<file path="src/inc/evh_params.svh">
// Offsets, field positions, reset values and timing counts of the event input handler
`ifndef EVH_PARAMS_SVH
`define EVH_PARAMS_SVH

`define EVH_ADDR_W 8
`define EVH_OFS_ASSIGN 8'h00
`define EVH_OFS_OPTION 8'h04
`define EVH_OFS_COMMAND 8'h08
`define EVH_OFS_STATUS 8'h0c
`define EVH_ASSIGN_RST 32'h0000_0000
`define EVH_OPTION_RST 32'h0000_0000
`define EVH_FIELD_W 4
`define EVH_OPT_SERIAL 0
`define EVH_CMD_RESET 0
`define EVH_CMD_RUN 1
`define EVH_CMD_REMOTE 2
`define EVH_CMD_LOCAL 3
`define EVH_CMD_MANUAL 4
`define EVH_CMD_AUTO 5
`define EVH_CMD_HOLD 6
`define EVH_CMD_UNHOLD 7
`define EVH_CMD_ADVANCE 8
`define EVH_CMD_PATWR 9
`define EVH_CMD_PAT_LO 12
`define EVH_CMD_SERIAL 15
`define EVH_RESP_OKAY 2'h0
`define EVH_RESP_SLVERR 2'h2
`define EVH_FILTER_MS 200
`define EVH_CLK_HZ 20000000
`define EVH_FILTER_CYCLES (`EVH_FILTER_MS * (`EVH_CLK_HZ / 1000))

`endif

</file>
<file path="src/inc/evh_pkg.sv">
// Types shared by the event input handler
package evh_pkg;

    // Function an event input is assigned to; order gives the register encoding 0 to 8
    typedef enum logic [3:0] {
        EVH_FN_NONE,
        EVH_FN_RUNRST,
        EVH_FN_REMOTE,
        EVH_FN_MANUAL,
        EVH_FN_HOLD,
        EVH_FN_ADVANCE,
        EVH_FN_PAT0,
        EVH_FN_PAT1,
        EVH_FN_PAT2
    } evh_func_t;

    typedef enum logic {
        EVH_PRG_RESET,
        EVH_PRG_RUN
    } evh_prog_t;

endpackage

</file>
<file path="src/evh_input_filter.sv">
// Persistence filter for one event input
`timescale 1ns/1ps
`include "evh_params.svh"
module evh_input_filter #(
    parameter int unsigned FILTER_CYCLES = `EVH_FILTER_CYCLES
) (
    input wire logic clk_sys,
    input wire logic rst_n,
    input wire logic rawIn,
    output logic level
);
    localparam int unsigned CNT_W = $clog2(FILTER_CYCLES + 1);
    localparam logic [CNT_W-1:0] LAST = CNT_W'(FILTER_CYCLES - 1);

    logic [CNT_W-1:0] count_q;
    logic level_q;

    // Any return to the accepted level restarts the wait, so chatter never gets through
    always_ff @(posedge clk_sys or negedge rst_n)
    begin
        if (!rst_n)
            count_q <= '0;
        else if (rawIn == level_q || count_q == LAST)
            count_q <= '0;
        else
            count_q <= count_q + CNT_W'(1);
    end

    always_ff @(posedge clk_sys or negedge rst_n)
    begin
        if (!rst_n)
            level_q <= 1'b0;
        else if (rawIn != level_q && count_q == LAST)
            level_q <= rawIn;
    end

    assign level = level_q;
endmodule

</file>
<file path="src/evh_axil_port.sv">
// AXI4-Lite slave handshakes; register decode stays with the caller
`timescale 1ns/1ps
`include "evh_params.svh"
module evh_axil_port #(
    parameter int unsigned ADDR_W = `EVH_ADDR_W
) (
    input wire logic clk_sys,
    input wire logic rst_n,
    input wire logic [ADDR_W-1:0] s_axi_awaddr,
    input wire logic s_axi_awvalid,
    output logic s_axi_awready,
    input wire logic [31:0] s_axi_wdata,
    input wire logic [3:0] s_axi_wstrb,
    input wire logic s_axi_wvalid,
    output logic s_axi_wready,
    output logic [1:0] s_axi_bresp,
    output logic s_axi_bvalid,
    input wire logic s_axi_bready,
    input wire logic [ADDR_W-1:0] s_axi_araddr,
    input wire logic s_axi_arvalid,
    output logic s_axi_arready,
    output logic [31:0] s_axi_rdata,
    output logic [1:0] s_axi_rresp,
    output logic s_axi_rvalid,
    input wire logic s_axi_rready,
    output logic wrEn,
    output logic [ADDR_W-1:0] wrAddr,
    output logic [31:0] wrData,
    output logic [3:0] wrStrb,
    input wire logic wrErr,
    output logic [ADDR_W-1:0] rdAddr,
    input wire logic [31:0] rdData,
    input wire logic rdErr
);
    logic awFull_q;
    logic wFull_q;
    logic bvalid_q;
    logic rvalid_q;
    logic [1:0] bresp_q;
    logic [1:0] rresp_q;
    logic [31:0] rdata_q;

    assign s_axi_awready = !awFull_q;
    assign s_axi_wready = !wFull_q;
    assign s_axi_arready = !rvalid_q;
    assign wrEn = awFull_q && wFull_q && !bvalid_q;
    assign rdAddr = s_axi_araddr;

    always_ff @(posedge clk_sys or negedge rst_n)
    begin
        if (!rst_n)
        begin
            awFull_q <= 1'b0;
            wFull_q <= 1'b0;
            wrAddr <= '0;
            wrData <= '0;
            wrStrb <= '0;
        end
        else
        begin
            if (s_axi_awvalid && !awFull_q)
            begin
                awFull_q <= 1'b1;
                wrAddr <= s_axi_awaddr;
            end
            else if (wrEn)
                awFull_q <= 1'b0;
            if (s_axi_wvalid && !wFull_q)
            begin
                wFull_q <= 1'b1;
                wrData <= s_axi_wdata;
                wrStrb <= s_axi_wstrb;
            end
            else if (wrEn)
                wFull_q <= 1'b0;
        end
    end

    always_ff @(posedge clk_sys or negedge rst_n)
    begin
        if (!rst_n)
        begin
            bvalid_q <= 1'b0;
            bresp_q <= `EVH_RESP_OKAY;
        end
        else if (wrEn)
        begin
            bvalid_q <= 1'b1;
            bresp_q <= wrErr ? `EVH_RESP_SLVERR : `EVH_RESP_OKAY;
        end
        else if (s_axi_bready)
            bvalid_q <= 1'b0;
    end

    always_ff @(posedge clk_sys or negedge rst_n)
    begin
        if (!rst_n)
        begin
            rvalid_q <= 1'b0;
            rresp_q <= `EVH_RESP_OKAY;
            rdata_q <= '0;
        end
        else if (s_axi_arvalid && !rvalid_q)
        begin
            rvalid_q <= 1'b1;
            rresp_q <= rdErr ? `EVH_RESP_SLVERR : `EVH_RESP_OKAY;
            rdata_q <= rdData;
        end
        else if (s_axi_rready)
            rvalid_q <= 1'b0;
    end

    assign s_axi_bvalid = bvalid_q;
    assign s_axi_bresp = bresp_q;
    assign s_axi_rvalid = rvalid_q;
    assign s_axi_rresp = rresp_q;
    assign s_axi_rdata = rdata_q;
endmodule

</file>
<file path="src/evh_event_handler.sv">
// Event input function handler: filters, assignment decode, program state and lamps
//
// Chosen here: the register addresses and the AXI4-Lite slave port.
`timescale 1ns/1ps
`include "evh_params.svh"
module evh_event_handler #(
    parameter int unsigned FILTER_CYCLES = `EVH_FILTER_CYCLES,
    parameter int unsigned NUM_INPUTS = 4,
    parameter int unsigned STEP_W = 8
) (
    input wire logic clk_sys,
    input wire logic rst_n,
    input wire logic [NUM_INPUTS-1:0] eventIn,
    input wire logic [`EVH_ADDR_W-1:0] s_axi_awaddr,
    input wire logic s_axi_awvalid,
    output logic s_axi_awready,
    input wire logic [31:0] s_axi_wdata,
    input wire logic [3:0] s_axi_wstrb,
    input wire logic s_axi_wvalid,
    output logic s_axi_wready,
    output logic [1:0] s_axi_bresp,
    output logic s_axi_bvalid,
    input wire logic s_axi_bready,
    input wire logic [`EVH_ADDR_W-1:0] s_axi_araddr,
    input wire logic s_axi_arvalid,
    output logic s_axi_arready,
    output logic [31:0] s_axi_rdata,
    output logic [1:0] s_axi_rresp,
    output logic s_axi_rvalid,
    input wire logic s_axi_rready,
    output logic programRun,
    output logic resetLamp,
    output logic remote_lamp,
    output logic hand_mode_lamp,
    output logic holdLamp,
    output logic stepPulse,
    output logic [2:0] patternNo,
    output logic keyWriteAllowed
);
    localparam int unsigned FW = `EVH_FIELD_W;
    localparam logic [31:0] OPTION_RST = `EVH_OPTION_RST;

    logic wrEn;
    logic [`EVH_ADDR_W-1:0] wrAddr;
    logic [31:0] wrData;
    logic [3:0] wrStrb;
    logic wrErr;
    logic [`EVH_ADDR_W-1:0] rdAddr;
    logic [31:0] rdData;
    logic rdErr;

    logic [NUM_INPUTS-1:0] filt;
    logic [NUM_INPUTS-1:0] filtPrev_q;
    logic [NUM_INPUTS-1:0] rise;
    logic [NUM_INPUTS-1:0] fall;

    logic [NUM_INPUTS*FW-1:0] assign_q;
    logic [NUM_INPUTS*FW-1:0] assign_d;
    logic assignRefused_d;
    logic assignRefused_q;
    logic serialFitted_q;
    evh_pkg::evh_prog_t prog_q;
    logic remote_q;
    logic manual_q;
    logic hold_q;
    logic [2:0] pattern_q;
    logic [STEP_W-1:0] step_q;
    logic stepPulse_q;

    logic cmdValid;
    logic [15:0] cmd;
    logic running;
    logic runRise;
    logic runFall;
    logic advRise;
    logic [2:0] patSel;

    function automatic evh_pkg::evh_func_t funcOf(input logic [NUM_INPUTS*FW-1:0] asg, input int unsigned idx);
        funcOf = evh_pkg::evh_func_t'(asg[idx*FW +: FW]);
    endfunction

    // OR of the given per-input flags over the inputs holding one function
    function automatic logic anyOf(input logic [NUM_INPUTS*FW-1:0] asg, input logic [NUM_INPUTS-1:0] flags,
                                   input evh_pkg::evh_func_t fn);
        anyOf = 1'b0;
        for (int unsigned i = 0; i < NUM_INPUTS; i++)
            if (funcOf(asg, i) == fn && flags[i])
                anyOf = 1'b1;
    endfunction

    function automatic logic [31:0] mergeStrb(input logic [31:0] old, input logic [31:0] data,
                                              input logic [3:0] strb);
        for (int unsigned b = 0; b < 4; b++)
            mergeStrb[b*8 +: 8] = strb[b] ? data[b*8 +: 8] : old[b*8 +: 8];
    endfunction

    function automatic logic isAddr(input logic [`EVH_ADDR_W-1:0] a, input logic [`EVH_ADDR_W-1:0] ofs);
        isAddr = {a[`EVH_ADDR_W-1:2], 2'b00} == ofs;
    endfunction

    evh_axil_port #(
        .ADDR_W(`EVH_ADDR_W)
    ) u_port (
        .clk_sys(clk_sys),
        .rst_n(rst_n),
        .s_axi_awaddr(s_axi_awaddr),
        .s_axi_awvalid(s_axi_awvalid),
        .s_axi_awready(s_axi_awready),
        .s_axi_wdata(s_axi_wdata),
        .s_axi_wstrb(s_axi_wstrb),
        .s_axi_wvalid(s_axi_wvalid),
        .s_axi_wready(s_axi_wready),
        .s_axi_bresp(s_axi_bresp),
        .s_axi_bvalid(s_axi_bvalid),
        .s_axi_bready(s_axi_bready),
        .s_axi_araddr(s_axi_araddr),
        .s_axi_arvalid(s_axi_arvalid),
        .s_axi_arready(s_axi_arready),
        .s_axi_rdata(s_axi_rdata),
        .s_axi_rresp(s_axi_rresp),
        .s_axi_rvalid(s_axi_rvalid),
        .s_axi_rready(s_axi_rready),
        .wrEn(wrEn),
        .wrAddr(wrAddr),
        .wrData(wrData),
        .wrStrb(wrStrb),
        .wrErr(wrErr),
        .rdAddr(rdAddr),
        .rdData(rdData),
        .rdErr(rdErr)
    );

    for (genvar g = 0; g < NUM_INPUTS; g++)
    begin : g_filt
        evh_input_filter #(
            .FILTER_CYCLES(FILTER_CYCLES)
        ) u_filt (
            .clk_sys(clk_sys),
            .rst_n(rst_n),
            .rawIn(eventIn[g]),
            .level(filt[g])
        );
    end

    always_ff @(posedge clk_sys or negedge rst_n)
    begin
        if (!rst_n)
            filtPrev_q <= '0;
        else
            filtPrev_q <= filt;
    end

    assign rise = filt & ~filtPrev_q;
    assign fall = ~filt & filtPrev_q;
    assign running = prog_q == evh_pkg::EVH_PRG_RUN;

    // Only commands from the serial side get through while remote is on
    assign cmdValid = wrEn && isAddr(wrAddr, `EVH_OFS_COMMAND)
                      && (!remote_q || wrData[`EVH_CMD_SERIAL]);
    assign cmd = cmdValid ? 16'(mergeStrb(32'h0000_0000, wrData, wrStrb)) : 16'h0000;

    assign runRise = anyOf(assign_q, rise, evh_pkg::EVH_FN_RUNRST);
    assign runFall = anyOf(assign_q, fall, evh_pkg::EVH_FN_RUNRST);
    assign advRise = anyOf(assign_q, rise, evh_pkg::EVH_FN_ADVANCE);
    // Unassigned select bits fall out of the OR as zero
    assign patSel = {anyOf(assign_q, filt, evh_pkg::EVH_FN_PAT2),
                     anyOf(assign_q, filt, evh_pkg::EVH_FN_PAT1),
                     anyOf(assign_q, filt, evh_pkg::EVH_FN_PAT0)};

    // Each field is checked on its own; a refused field keeps its old function
    always_comb
    begin
        logic [31:0] merged;
        merged = mergeStrb(32'(assign_q), wrData, wrStrb);
        assign_d = assign_q;
        assignRefused_d = 1'b0;
        for (int unsigned i = 0; i < NUM_INPUTS; i++)
        begin
            if (merged[i*FW +: FW] > FW'(evh_pkg::EVH_FN_PAT2))
                assignRefused_d = 1'b1;
            else if (merged[i*FW +: FW] == FW'(evh_pkg::EVH_FN_REMOTE) && i < 2)
                assignRefused_d = 1'b1;
            else if (merged[i*FW +: FW] == FW'(evh_pkg::EVH_FN_REMOTE) && !serialFitted_q)
                assignRefused_d = 1'b1;
            else
                assign_d[i*FW +: FW] = merged[i*FW +: FW];
        end
    end

    always_ff @(posedge clk_sys or negedge rst_n)
    begin
        if (!rst_n)
        begin
            assign_q <= (NUM_INPUTS*FW)'(`EVH_ASSIGN_RST);
            assignRefused_q <= 1'b0;
        end
        else if (wrEn && isAddr(wrAddr, `EVH_OFS_ASSIGN))
        begin
            assign_q <= assign_d;
            assignRefused_q <= assignRefused_d;
        end
    end

    always_ff @(posedge clk_sys or negedge rst_n)
    begin
        if (!rst_n)
            serialFitted_q <= OPTION_RST[`EVH_OPT_SERIAL];
        else if (wrEn && isAddr(wrAddr, `EVH_OFS_OPTION) && wrStrb[0])
            serialFitted_q <= wrData[`EVH_OPT_SERIAL];
    end

    // A coincident input edge and command: the input edge is applied, the command dropped
    always_ff @(posedge clk_sys or negedge rst_n)
    begin
        if (!rst_n)
            prog_q <= evh_pkg::EVH_PRG_RESET;
        else if (runRise)
            prog_q <= evh_pkg::EVH_PRG_RESET;
        else if (runFall)
            prog_q <= evh_pkg::EVH_PRG_RUN;
        else if (cmd[`EVH_CMD_RESET])
            prog_q <= evh_pkg::EVH_PRG_RESET;
        else if (cmd[`EVH_CMD_RUN])
            prog_q <= evh_pkg::EVH_PRG_RUN;
    end

    // Remote/local; losing the serial option drops back to local
    always_ff @(posedge clk_sys or negedge rst_n)
    begin
        if (!rst_n)
            remote_q <= 1'b0;
        else if (!serialFitted_q)
            remote_q <= 1'b0;
        else if (anyOf(assign_q, '1, evh_pkg::EVH_FN_REMOTE))
            remote_q <= anyOf(assign_q, filt, evh_pkg::EVH_FN_REMOTE);
        else if (cmd[`EVH_CMD_REMOTE])
            remote_q <= 1'b1;
        else if (cmd[`EVH_CMD_LOCAL])
            remote_q <= 1'b0;
    end

    always_ff @(posedge clk_sys or negedge rst_n)
    begin
        if (!rst_n)
            manual_q <= 1'b0;
        else if (anyOf(assign_q, '1, evh_pkg::EVH_FN_MANUAL))
            manual_q <= anyOf(assign_q, filt, evh_pkg::EVH_FN_MANUAL);
        else if (cmd[`EVH_CMD_MANUAL])
            manual_q <= 1'b1;
        else if (cmd[`EVH_CMD_AUTO])
            manual_q <= 1'b0;
    end

    // Hold has no meaning outside a running program, so reset always clears it
    always_ff @(posedge clk_sys or negedge rst_n)
    begin
        if (!rst_n)
            hold_q <= 1'b0;
        else if (!running)
            hold_q <= 1'b0;
        else if (anyOf(assign_q, '1, evh_pkg::EVH_FN_HOLD))
            hold_q <= anyOf(assign_q, filt, evh_pkg::EVH_FN_HOLD);
        else if (cmd[`EVH_CMD_HOLD])
            hold_q <= 1'b1;
        else if (cmd[`EVH_CMD_UNHOLD])
            hold_q <= 1'b0;
    end

    // Step advance; advancing also releases nothing else, hold stays as it is
    always_ff @(posedge clk_sys or negedge rst_n)
    begin
        if (!rst_n)
        begin
            step_q <= '0;
            stepPulse_q <= 1'b0;
        end
        else if (!running)
        begin
            step_q <= '0;
            stepPulse_q <= 1'b0;
        end
        else if (advRise || cmd[`EVH_CMD_ADVANCE])
        begin
            step_q <= step_q + STEP_W'(1);
            stepPulse_q <= 1'b1;
        end
        else
            stepPulse_q <= 1'b0;
    end

    // While running the pattern is frozen; while reset it follows the inputs if any holds a pattern function, else the pattern command
    always_ff @(posedge clk_sys or negedge rst_n)
    begin
        if (!rst_n)
            pattern_q <= 3'h0;
        else if (running)
            pattern_q <= pattern_q;
        else if (anyOf(assign_q, '1, evh_pkg::EVH_FN_PAT0) || anyOf(assign_q, '1, evh_pkg::EVH_FN_PAT1)
                 || anyOf(assign_q, '1, evh_pkg::EVH_FN_PAT2))
            pattern_q <= patSel;
        else if (cmd[`EVH_CMD_PATWR])
            pattern_q <= cmd[`EVH_CMD_PAT_LO +: 3];
    end

    always_comb
    begin
        rdData = 32'h0000_0000;
        rdErr = 1'b0;
        if (isAddr(rdAddr, `EVH_OFS_ASSIGN))
            rdData = 32'(assign_q);
        else if (isAddr(rdAddr, `EVH_OFS_OPTION))
            rdData[`EVH_OPT_SERIAL] = serialFitted_q;
        else if (isAddr(rdAddr, `EVH_OFS_STATUS))
        begin
            rdData[0] = running;
            rdData[1] = !running;
            rdData[2] = remote_q;
            rdData[3] = manual_q;
            rdData[4] = hold_q;
            rdData[10:8] = pattern_q;
            rdData[12 +: NUM_INPUTS] = filt;
            rdData[16 +: STEP_W] = step_q;
            rdData[24] = assignRefused_q;
        end
        else if (!isAddr(rdAddr, `EVH_OFS_COMMAND))
            rdErr = 1'b1;
    end

    assign wrErr = !(isAddr(wrAddr, `EVH_OFS_ASSIGN) || isAddr(wrAddr, `EVH_OFS_OPTION)
                     || isAddr(wrAddr, `EVH_OFS_COMMAND));

    assign programRun = running;
    assign resetLamp = !running;
    assign remote_lamp = remote_q;
    assign hand_mode_lamp = manual_q;
    assign holdLamp = hold_q;
    assign stepPulse = stepPulse_q;
    assign patternNo = pattern_q;
    assign keyWriteAllowed = !remote_q;
endmodule

</file>
<file path="config.mk">
export PLATFORM = sky130hd
export DESIGN_NAME = evh_event_handler
export DESIGN_NICKNAME = d
export VERILOG_FILES = /design/src/inc/evh_pkg.sv /design/src/evh_input_filter.sv /design/src/evh_axil_port.sv /design/src/evh_event_handler.sv
export VERILOG_INCLUDE_DIRS = /design/src /design/src/inc
export SDC_FILE = /design/constraint.sdc
export NUM_CORES = 1
export LEC_CHECK = 0
export ABC_AREA = 1
export BUFFER_PORTS_ARGS = -buffer_cell sky130_fd_sc_hd__buf_4
export CAP_MARGIN = 20
export CELL_PAD_IN_SITES_DETAIL_PLACEMENT = 0
export CELL_PAD_IN_SITES_GLOBAL_PLACEMENT = 1
export CORE_MARGIN = 2
export CORE_UTILIZATION = 44
export DETAILED_ROUTE_END_ITERATION = 10
export PLACE_DENSITY = 0.9
export SLEW_MARGIN = 10
export SYNTH_ARGS = -nofsm -noshare
export SYNTH_HDL_FRONTEND = slang
export SYNTH_SLANG_ARGS = --single-unit
</file>
<file path="constraint.sdc">
create_clock -name clk_sys -period 2.23 [get_ports clk_sys]
set_input_delay 0.223 -clock clk_sys [delete_from_list [all_inputs] [get_ports clk_sys]]
set_output_delay 0.223 -clock clk_sys [all_outputs]
set_load 0.03 [all_outputs]
</file>
### Word-level counts from Yosys, hierarchy flattened

Cells that the tools add are included.

* flip-flop bits (word level): 189
* word-level logic and storage cells: 327
* output and inout bits: 51

* order comparisons: 4
* add/subtract/negate cells: 5
* reduce and logical (&&, ||, !) cells: 85
* muxes and demuxes: 130
* equal/unequal tests: 56
* bitwise logic cells: 15

Operators by type and width (number)
* 1-bit 2-to-1 mux: 105
* 22-bit by 1-bit adder with 22-bit output (second input constant): 4
* 22-bit equality test (second input constant): 4
* 22-bit 2-to-1 mux: 4
* 4-bit by 3-bit equality test with 1-bit output (second input constant): 16
* 1-bit logical AND: 54
* 4-bit by 2-bit equality test with 1-bit output (second input constant): 12
* 8-bit 2-to-1 mux: 5
* 13-bit 2-to-1 mux: 3
* 6-bit by 2-bit equality test with 1-bit output (second input constant): 3
* 3-bit 2-to-1 mux: 6
* 4-bit by 1-bit equality test with 1-bit output (second input constant): 4
* 4-bit equality test (second input constant): 4
* 4-bit greater-than comparator (second input constant): 4
* 15-bit 2-to-1 mux: 1
* 6-bit by 1-bit equality test with 1-bit output (second input constant): 2
* 6-bit logical NOT: 2
* 1-bit inverter: 11
* 1-bit logical OR: 10
* 5-bit 2-to-1 mux: 2
* 2-bit nonzero test: 5
* 8-bit by 1-bit adder with 8-bit output (second input constant): 1
* 4-bit bitwise AND: 2
* 4-bit by 1-bit != test with 1-bit output (second input constant): 2
* other kinds (13): 29

### Logic depth before layout (Yosys ltp)

Gate-level depths: netlist of run 1.

* depth after elaboration: 13
* depth in mapped cells: 10
* gate-level depth less buffers: 10

### By module

A second synthesis of run 1 with hierarchy kept.

* cells, all modules: 1521
* area, all modules: 11619.9 µm²

Modules (own cells, without submodules)
* evh_input_filter at g_filt[0].u_filt ...: cells each 180, sequential area each 575.6 µm², area each 1361.3 µm², times used 3
* evh_axil_port: cells each 364, sequential area each 2052.0 µm², area each 3442.1 µm², times used 1
* evh_event_handler: cells each 434, sequential area each 950.9 µm², area each 2780.2 µm², times used 1
* evh_input_filter at g_filt[3].u_filt: cells each 183, sequential area each 575.6 µm², area each 1313.8 µm², times used 1

### Worst setup path after synthesis of run 1

OpenSTA, ideal clock, no wires.

* path kind: reg-to-reg
* start point: register remote_q (netlist: remote_lamp)
* end point: register step_q[5]
* stages on the path, launching flop included: 11
* path slack: 0.563 ns
* data arrival time: 1.549 ns
* library setup time: 0.118 ns
* buffers on the path: 0
* cell sequence: dfrtp_1 inv_1 nor2_1 nor2_1 nand2_1 inv_1 nand3_2 nand3_2 inv_2 nand2_1 nand2_1

* longest elaborated chain between the ends: 6

RTL lines
* start, declared: line evh_event_handler.sv:63 `logic remote_q;`
* start signal, assigned: line evh_event_handler.sv:235 `remote_q <= anyOf(assign_q, filt, evh_pkg::EVH_FN_REMOTE);`
* 1-bit logical NOT
* net keyWriteAllowed: line evh_event_handler.sv:38 `output logic keyWriteAllowed`
* 1-bit logical OR: line evh_event_handler.sv:159 `` && (!remote_q || wrData[`EVH_CMD_SERIAL]); ``
* 1-bit logical AND: line evh_event_handler.sv:158 `` assign cmdValid = wrEn && isAddr(wrAddr, `EVH_OFS_COMMAND) ``
* 15-bit 2-to-1 mux: line evh_event_handler.sv:160 `assign cmd = cmdValid ? 16'(mergeStrb(32'h0000_0000, wrData, wrStrb)) : 16'h0000;`
* 1-bit logical OR: line evh_event_handler.sv:282 `` else if (advRise || cmd[`EVH_CMD_ADVANCE]) ``
* 2-bit by 1-bit != test with 1-bit output (no source line)
* end signal, assigned: line evh_event_handler.sv:284 `step_q <= step_q + STEP_W'(1);`
* end, declared: line evh_event_handler.sv:67 `logic [STEP_W-1:0] step_q;`

The timed path passes the listed nets, and every way through them passes these cells.
A chain may end at the register's enable or synchronous reset.

### Worst setup path in the final report of run 1

* start point: register g_filt[3].u_filt.count_q[0]
* end point: register g_filt[3].u_filt.count_q[20]

* longest elaborated chain between the ends: 3
* elaborated cells between the ends (all ways): 4
* classes of those cells: add/sub (1); eq/ne (1); mux (1); reduce/logical (1)

RTL lines
* start, declared: line evh_input_filter.sv:15 `logic [CNT_W-1:0] count_q;`
* start signal, assigned: line evh_input_filter.sv:26 `count_q <= count_q + CNT_W'(1);`
* branches (longest 2 deep; another with 22-bit by 1-bit adder with 22-bit output)
* 22-bit 2-to-1 mux *: line evh_input_filter.sv:23 `else if (rawIn == level_q || count_q == LAST)`

Every way passes the cells marked *.

==> reports/metrics.csv, run 1 <==
metric;value;unit
status;complete, no violations;
die-height;154;um
final_cell_mix;nand2_1, nor2_1, dfrtp_1, inv_1, buf_4;
skew;13.0;ps
path_class;reg -> reg;
synth.distinct_cells;47;
num_vias;8333;
start_util;45.0;%
r2r_setup_slack;350;ps
drive_gt1_share;14.5;%
place_congestion;0.945;
ys_ff_latch;185;
synth-seq-area-share;46.9;%
synth_top_family_by_area;simple AND/OR/NAND/NOR gates;
htreeDepth;4;
ys.flop_type;dfrtp_1;
final_util;52.1;%
start_kind;flop;
fmax;0.531;GHz
dpl.hpwl;17500;um
antenna_found_initial;0;
area_growth;15.6;%
grt_pass1_vias;7703;
layout_setup_ws;345;ps
place_ws;344;ps
synthSimpleGateAreaFrac;30.4;%
postSynth.asyncResetShare;100;%
vias_per_cell;5.12;
clkLatencyLatePin;440;ps
core;0.0219;sq mm
slew_viol_final;0;
dr.pass1.iters;5;
crit_required;2520;ps
io_buffers;82;
clkSinkCount;185;
cts_max_path_buffers;2;
cts_setup_buffers;0;
vdd_drop_max;0.000535;V
drcViolationCount;0;
place_inst;1591;
cts_tree;done;
ctsResizeCount;0;
synth_mux_area_share;2.17;%
numCtsBuffers;17;
crit_path_max_fanout;22;
hp-class;in -> reg;
grt_first_pass_wirelength;39300;um
stdcell_count;1629;
synth.avg_cell_area;7.94;sq um
synth_edf_count;0;
seq_area;0.00463;sq mm
die_w;154;um
synthXorXnorAreaFrac;4.62;%
wirelength;23500;um
synthCells;1242;
fin_setup_tns;0;ps
fin_crit_sh;84.5;%
cts_hold_buffers;5;
wl_per_cell;14.4;um
synth_compound_area_share;7.91;%
synth_adder_area_share;0.634;%
die-area;0.0236;sq mm
num_rows;54;
cp-end-kind;flop;
power;9.20;mW
rsz0062_at_grt;no;
clkTransAtPathRegs;70;ps
antenna-diode-count;0;
yosys_warnings;0;
final_common_cell;nand2_1;
fill_cells;2145;
drtIter0Drc;482;
tightest_slew;902;ps
grt_max_degree;62;
final_nets;1404;
hold_viol;0;
cp.arrival;2170;ps
grt_overflow;0;
root_buffer;clkbuf_16;
p_per_area;807;mW/mm^2
grtUsageTotal;20.5;%
pin_count;114;
synth_area;0.00986;sq mm
period_minus_slack;1880;ps
relSlewSlack;39.9;%
antenna_left;0;
leakage;5.09;nW
setup_violations;0;
maxCapViolations;0;
multiInputGateArea;0.00454;sq mm
metal layers:
| metal | track usage (%) | share of wire [%] | up-vias |
|---|---|---|---|
| met4 | 4.98 | 1.1 | 0 |
| met2 | 32.1 | 46 | 190 |
| met5 | 0 | 0 | - |
| met3 | 3.44 | 4.4 | 25 |
| met1 | 29.8 | 49 | 3918 |
| li1 | - | - | 4200 |
cells in the mapped netlist, drive strengths merged, types with 4 or more instances:
cell    number  area (sq um)
mux2        19           214
ha           5          62.6
xor2        43           377
clkbuf       7          26.3
o31ai        5          37.5
o22ai        9          56.3
nand4       32           221
buf         24           201
nor4         4          25.0
nor2       234           963
xnor2        9          78.8
inv        130           488
nand3       62           325
o21ai       82           429
a21oi       39           210
dfrtp      185          4630
nand2      272          1050
nor3        58           300
nor3b        8          65.1
power by group:
group | internal (mW) | total [mW] | switching, mW
Sequential | 3.74 | 4.13 | 0.386
Combinational | 0.751 | 2.11 | 1.36
Clock | 1.50 | 2.96 | 1.46
Total | 5.99 | 9.20 | 3.21
cell type report:
| class | count | share of cell area [%] |
|---|---|---|
| flip-flops and latches | 185 | 40.6 |
| repair buffers | 98 | 6.97 |
| multi-input cells | 903 | 39.9 |
| clock inverters | 15 | 1.43 |
| well taps | 280 | 3.07 |
| inverters | 131 | 4.31 |
| clock buffers | 17 | 3.73 |
state kept, by name, summed over array words and instances, names as in the netlist, 2 cells and up:
| signal | cells |
|---|---|
| u_port.wrStrb | 2 |
| u_port.wrAddr | 6 |
| g_filt.u_filt.count_q | 88 |
| patternNo | 3 |
| u_port.s_axi_rdata | 25 |
| g_filt.u_filt.level | 4 |
| step_q | 8 |
| u_port.wrData | 16 |
| filtPrev_q | 4 |
| assign_q | 16 |
metrics by stage:
step	cell area, sq um	hold WS (ps)
2_1_floorplan	9890	-72.6
3_3_place_gp	10700	246
3_5_place_dp	10700	246
4_1_cts	11400	0.291
5_1_grt	11400	5.22
6_report	11400	11.8
logic make-up after synthesis:
group / count (synthesis)
simple gates: 677
flops: 185
compound gates: 141
mux: 19
buf+inv: 162
fa+ha+maj: 5
other cells: 1
xor+xnor: 52
worst max-delay path, stage by stage, from the launching register on:
cell and delay, ps:
dfrtp_1 410, ha_1 200, nand2_1 90, nor2_2 160, nand2_1 100, inv_1 130, nand4_2 150, o21ai_2 390
nor2_1 110
path summary, 6_finish.rpt:
check,from,cells past startpoint,to
worst max register to register,g_filt[3].u_filt.count_q[0]$_DFF_PN0_,8,g_filt[3].u_filt.count_q[20]$_DFF_PN0_
max in group asynchronous,rst_n,3,g_filt[3].u_filt.count_q[13]$_DFF_PN0_
worst min-delay path,s_axi_awaddr[5],2,u_port.wrAddr[5]$_DFFE_PN0P_
min in group asynchronous,rst_n,2,u_port.wrAddr[5]$_DFFE_PN0P_
worst min register to register,g_filt[2].u_filt.level$_DFFE_PN0P_,0,filtPrev_q[2]$_DFF_PN0_
worst max-delay path,g_filt[3].u_filt.count_q[0]$_DFF_PN0_,8,g_filt[3].u_filt.count_q[20]$_DFF_PN0_
(Power assumes the default switching activity.)
==> inputs of run 2 (changes only) <==
==> constraint.sdc (replaced) <==
create_clock -name clk_sys -period 1.9 [get_ports clk_sys]
set_input_delay 0.19 -clock clk_sys [delete_from_list [all_inputs] [get_ports clk_sys]]
set_output_delay 0.19 -clock clk_sys [all_outputs]
set_load 0.03 [all_outputs]
==> run 2 against run 1 <==
Compared with the run above:
- utilization increased by 1.3 points
- worst setup slack got worse by 190 ps
- first-iteration DRC count increased by 19%
- sequential power increased by 16%
- combinational power increased by 26%
- via count increased by 1.9%
- flip-flop and latch count unchanged
- final cell count increased by 1.7%
- fmax increased by 7.9%
- critical endpoint is now g_filt[1].u_filt.count_q[18]$_DFF_PN0_
- highest routed layer unchanged
==> reports/metrics.csv, run 2 (synthesized netlist as in run 1, its figures left out) <==
metric;value;unit;change
place_congestion;0.953;;+0.79%
cp-end-kind;flop;;
die_w;154;um;unchanged
die-height;154;um;unchanged
stdcell_count;1656;;+1.7%
r2r_cells;9;;+1
largest-register;g_filt.u_filt.count_q;;
tightest_slew;771;ps;-132 ps
grtUsageTotal;20.8;%;+0.34 points
num_vias;8493;;+1.9%
grt_first_pass_wirelength;40100;um;+2.1%
io_buffers;82;;unchanged
period_minus_slack;1750;ps;-137 ps
largest_reg_flops;88;;unchanged
crit_required;2230;ps;-290 ps
cts_tree;done;;
final_common_cell;nand2_1;;
drcViolationCount;0;;unchanged
maxCapViolations;0;;unchanged
p_per_area;950;mW/mm^2;+18%
skew;7.83;ps;-5.20 ps
root_buffer;clkbuf_16;;
r2r_setup_slack;150;ps;-190 ps
final_nets;1431;;+1.9%
hold_viol;0;;unchanged
dr.pass1.iters;5;;unchanged
clkLatencyLatePin;440;ps;about the same
dpl.hpwl;17500;um;+0.22%
grt_overflow;0;;unchanged
wl_per_cell;14.3;um;-0.44%
clkTransAtPathRegs;70;ps;about the same
antenna_left;0;;unchanged
hp-class;in -> reg;;
status;complete, no violations;;
setup_violations;0;;unchanged
antenna_found_initial;0;;unchanged
fmax;0.572;GHz;+7.9%
numCtsBuffers;17;;unchanged
power;11.1;mW;+21%
num_rows;54;;unchanged
wirelength;23700;um;+1.2%
core;0.0219;sq mm;unchanged
critPathLaunch;g_filt[1].u_filt.count_q[0]$_DFF_PN0_;;
rsz0062_at_grt;no;;
rr_endpoint;g_filt[1].u_filt.count_q[18]$_DFF_PN0_;;
fin_setup_tns;0;ps;unchanged
htreeDepth;4;;unchanged
path_class;reg -> reg;;
cts_setup_buffers;0;;unchanged
place_ws;142;ps;-203 ps
start_util;45.0;%;unchanged
drtIter0Drc;572;;+19%
crit_path_max_fanout;22;;unchanged
drive_gt1_share;15.1;%;+0.66 points
start_kind;flop;;
layout_setup_ws;153;ps;-193 ps
cp.arrival;2070;ps;-100 ps
grt_max_degree;47;;-24%
area_growth;18.6;%;
leakage;5.23;nW;+2.7%
vdd_drop_max;0.000483;V;-9.7%
final_cell_mix;nand2_1, nor2_1, dfrtp_1, inv_1, buf_4;;
cp-endpoint;g_filt[1].u_filt.count_q[18]$_DFF_PN0_;;
grt_pass1_vias;8164;;+6.0%
die-area;0.0236;sq mm;unchanged
place_inst;1603;;+0.75%
fill_cells;2115;;-1.4%
relSlewSlack;48.4;%;+8.6 points
vias_per_cell;5.13;;+0.26%
r2r-start;g_filt[1].u_filt.count_q[0]$_DFF_PN0_;;
clkSinkCount;185;;unchanged
pin_count;114;;unchanged
antenna-diode-count;0;;unchanged
fin_crit_sh;92.0;%;+7.4 points
cts_max_path_buffers;2;;unchanged
final_util;53.4;%;+1.3 points
slew_viol_final;0;;unchanged
==> run 2: worst min path at each step <==
| stage | startpoint | end | slack, ps | depth (start not counted) |
|---|---|---|---|---|
| after CTS | s_axi_wdata[4] | u_port.wrData[4]$_DFFE_PN0P_ | 4 | 2 |
| final | s_axi_wdata[3] | u_port.wrData[3]$_DFFE_PN0P_ | 20 | 2 |
| after global placement | rst_n | u_port.wrAddr[5]$_DFFE_PN0P_ | 160 | 1 |
| after detailed placement | rst_n | g_filt[0].u_filt.count_q[19]$_DFF_PN0_ | 160 | 1 |
| after floorplan | rst_n | assignRefused_q$_DFFE_PN0P_ | -110 | 0 |
| after global routing | s_axi_wdata[3] | u_port.wrData[3]$_DFFE_PN0P_ | 2 | 2 |
==> run 2: layer usage <==
metal  wire length, um  vias up  global-route usage [%]
met3              1120       29                    3.41
met2             11100      229                    33.8
met1             11200     3994                    28.9
met4               373        0                    6.20
li1                  -     4241                       -
met5                 0        -                       0
==> run 2: metrics by stage <==
step	area (sq um)	hold WS, ps
2_1_floorplan	9890	-106
5_1_grt	11700	1.75
4_1_cts	11700	3.80
3_3_place_gp	10900	162
3_5_place_dp	10900	164
6_report	11700	18.6
==> run 2: area by class of cell <==
type,count,area (sq um),share of cell area [%]
inverters,131,492,4.21
clock buffers,19,443,3.79
flip-flops and latches,185,4630,39.6
clock inverters,13,158,1.35
multi-input cells,903,4540,38.9
well taps,280,350,3.00
repair buffers,125,1070,9.17
==> run 2: power by group <==
part	internal (mW)	switching [mW]
Clock	2.02	1.64
Combinational	0.960	1.69
Sequential	4.40	0.403
==> run 2: timing repair <==
item,CTS,global route
resized for setup,0,2
endpoints found under the hold margin,61,1
hold buffers,20,1
setup endpoints to repair,0,9
==> run 2: worst max-delay path, cell delays in order (launching register included) <==
cell and delay [ps]:
dfrtp_1 380, ha_1 180, nand2_1 80, nor2_2 180
nand2_1 120, nor2_1 190, nand3_1 160, nand2_2 120
buf_12 160, nor3_1 70
==> inputs of run 3 (changes only) <==
--- a/config.mk
+++ b/config.mk
@@ -12,9 +12,9 @@
 export CELL_PAD_IN_SITES_DETAIL_PLACEMENT = 0
 export CELL_PAD_IN_SITES_GLOBAL_PLACEMENT = 1
 export CORE_MARGIN = 2
-export CORE_UTILIZATION = 44
+export CORE_UTILIZATION = 47
 export DETAILED_ROUTE_END_ITERATION = 10
-export PLACE_DENSITY = 0.9
+export PLACE_DENSITY = 0.94
 export SLEW_MARGIN = 10
 export SYNTH_ARGS = -nofsm -noshare
 export SYNTH_HDL_FRONTEND = slang
==> constraint.sdc (replaced) <==
create_clock -name clk_sys -period 2.1 [get_ports clk_sys]
set_input_delay 0.21 -clock clk_sys [delete_from_list [all_inputs] [get_ports clk_sys]]
set_output_delay 0.21 -clock clk_sys [all_outputs]
set_load 0.03 [all_outputs]
==> run 3 against run 2 <==
Compared with the run above:
- die area shrank 6.2%
- sequential power shrank 8.5%
- first-iteration DRC count shrank 12%
- clock skew shrank 1.9 ps
- non-clock buffer count shrank 24
- worst hold slack lost 7.8 ps
- final cell count shrank 2.1%
- via count shrank 1.4%
- register-to-register slack gained 50 ps
- design area shrank 2.5%
==> reports/metrics.csv, run 3 (synthesized netlist as in run 1, its figures left out) <==
metric;value;unit;change
status;complete, no violations;;
cp-endpoint;g_filt[3].u_filt.count_q[21]$_DFF_PN0_;;
htreeDepth;4;;unchanged
rsz0062_at_grt;no;;
cp-end-kind;flop;;
cp.arrival;2180;ps;+110 ps
drive_gt1_share;14.3;%;-0.77 points
cts_tree;done;;
drcViolationCount;0;;unchanged
fin_setup_tns;0;ps;unchanged
power.share.clock;31.6;%;-1.3 points
final_common_cell;nand2_1;;
die_w;149;um;-3.2%
final_cell_mix;nand2_1, nor2_1, dfrtp_1, inv_1, buf_4;;
p_seq_share;45.1;%;+1.9 points
final_nets;1407;;-1.7%
leakage;5.08;nW;-2.8%
io_buffers;82;;unchanged
drtIter0Drc;502;;-12%
fmax;0.526;GHz;-8.0%
grt_first_pass_wirelength;38800;um;-3.1%
r2r-start;g_filt[3].u_filt.count_q[0]$_DFF_PN0_;;
slew_viol_final;0;;unchanged
vias_per_cell;5.16;;+0.69%
crit_required;2380;ps;+150 ps
largest_reg_flops;88;;unchanged
area_growth;15.6;%;
antenna_found_initial;0;;unchanged
seq_area;0.00463;sq mm;about the same
relSlewSlack;42.6;%;-5.8 points
whs;10.8;ps;-7.84 ps
tightest_slew;860;ps;+89.6 ps
clkSinkCount;185;;unchanged
ctsResizeCount;0;;unchanged
p_switching;3.39;mW;-9.1%
hold_viol;0;;unchanged
numCtsBuffers;17;;unchanged
fin_crit_sh;90.5;%;-1.5 points
grt_pass1_vias;7933;;-2.8%
r2r_setup_slack;200;ps;+50 ps
grt_max_degree;77;;+64%
cts_hold_buffers;9;;-55%
num_rows;52;;-3.7%
root_buffer;clkbuf_16;;
p_int;6.34;mW;-14%
vdd_drop_max;0.000547;V;+13%
pin_count;114;;unchanged
place_congestion;0.947;;-0.59%
largest-register;g_filt.u_filt.count_q;;
path_class;reg -> reg;;
core;0.0204;sq mm;-6.7%
antenna_left;0;;unchanged
maxCapViolations;0;;unchanged
crit_path_max_fanout;22;;unchanged
start_kind;flop;;
period_minus_slack;1900;ps;+152 ps
wirelength;23400;um;-1.4%
cts_max_path_buffers;2;;unchanged
skew;5.97;ps;-1.86 ps
p_sw_share;34.9;%;+1.2 points
hp-class;in -> reg;;
grt_overflow;0;;unchanged
clkLatencyLatePin;440;ps;about the same
die-area;0.0222;sq mm;-6.2%
clkTransAtPathRegs;70;ps;about the same
setup_violations;0;;unchanged
r2r_cells;8;;-1
dr.pass1.iters;8;;+3
rr_endpoint;g_filt[3].u_filt.count_q[21]$_DFF_PN0_;;
num_vias;8376;;-1.4%
die-height;149;um;-3.2%
dpl.hpwl;17300;um;-1.1%
grtUsageTotal;22.1;%;+1.3 points
fill_cells;1916;;-9.4%
combPwrFrac;23.2;%;-0.7 points
wl_per_cell;14.4;um;+0.63%
p_per_area;854;mW/mm^2;-10%
start_util;48.3;%;+3.2 points
multiInputGateArea;0.00454;sq mm;about the same
critPathLaunch;g_filt[3].u_filt.count_q[0]$_DFF_PN0_;;
cts_setup_buffers;0;;unchanged
antenna-diode-count;0;;unchanged
run 3: cell types whose count changed in the layout (fill, tap and decap cells not counted), sizes merged:
cell and change:
bufinv -2, clkinvlp +3, clkbuf -2, inv +1, buf -13, dlygate4sd3 -11
run 3: power by group through the flow:
stage          Sequential, mW  Clock, mW  Combinational [mW]
3_3_place_gp             4.44          0                2.20
5_1_grt                  4.46       3.30                2.54
2_1_floorplan            4.37          0                1.57
3_5_place_dp             4.45          0                2.24
4_1_cts                  4.38       3.13                2.26
6_report                 4.39       3.08                2.26
run 3: metal layers:
metal / GRT usage, % / vias to the layer above / wire length, um
li1: - / 4195 / -
met1: 31.2 / 3882 / 11000
met2: 33.8 / 261 / 10300
met3: 4.28 / 38 / 1510
met4: 8.33 / 0 / 575
met5: 0 / - / 0
run 3: worst max-delay path: stages, from the launching register on:
cell	delay, ps
dfrtp_1	390
ha_1	200
nand2_1	90
nor2_2	150
nand2_1	110
inv_1	130
nand4_2	150
o21ai_2	370
nor2_1	140
run 3: metrics by stage:
step	power, mW	setup slack, ps	std cells	util [%]	cell area (sq um)
after CTS	9.78	149	1621	55.8	11400
after global routing	10.3	22.9	1622	55.8	11400
after detailed placement	6.69	191	1580	52.6	10700
final	9.73	200	1622	55.8	11400
after global placement	6.63	250	1580	52.6	10700
after floorplan	5.94	433	1250	-	9890
run 3: layout make-up:
class                           instances  area share, %
Timing Repair Buffer                  101           7.36
Sequential cell                       185           40.6
Clock inverter                         15           1.17
Multi-Input combinational cell        903           39.8
Inverter                              131           4.31
Clock buffer                           17           3.73
Tap cell                              270           2.96
run 3: worst min-delay path by stage:
stage,startpoint,to,slack (ps),cells past startpoint
floorplan,rst_n,assignRefused_q$_DFFE_PN0P_,-90,0
global placement,rst_n,u_port.wrAddr[4]$_DFFE_PN0P_,140,1
detailed placement,rst_n,u_port.wrAddr[4]$_DFFE_PN0P_,150,1
CTS,s_axi_wdata[12],u_port.wrData[12]$_DFFE_PN0P_,1,2
global route,s_axi_wdata[12],u_port.wrData[12]$_DFFE_PN0P_,0.4,2
finish,s_axi_wdata[12],u_port.wrData[12]$_DFFE_PN0P_,10,2
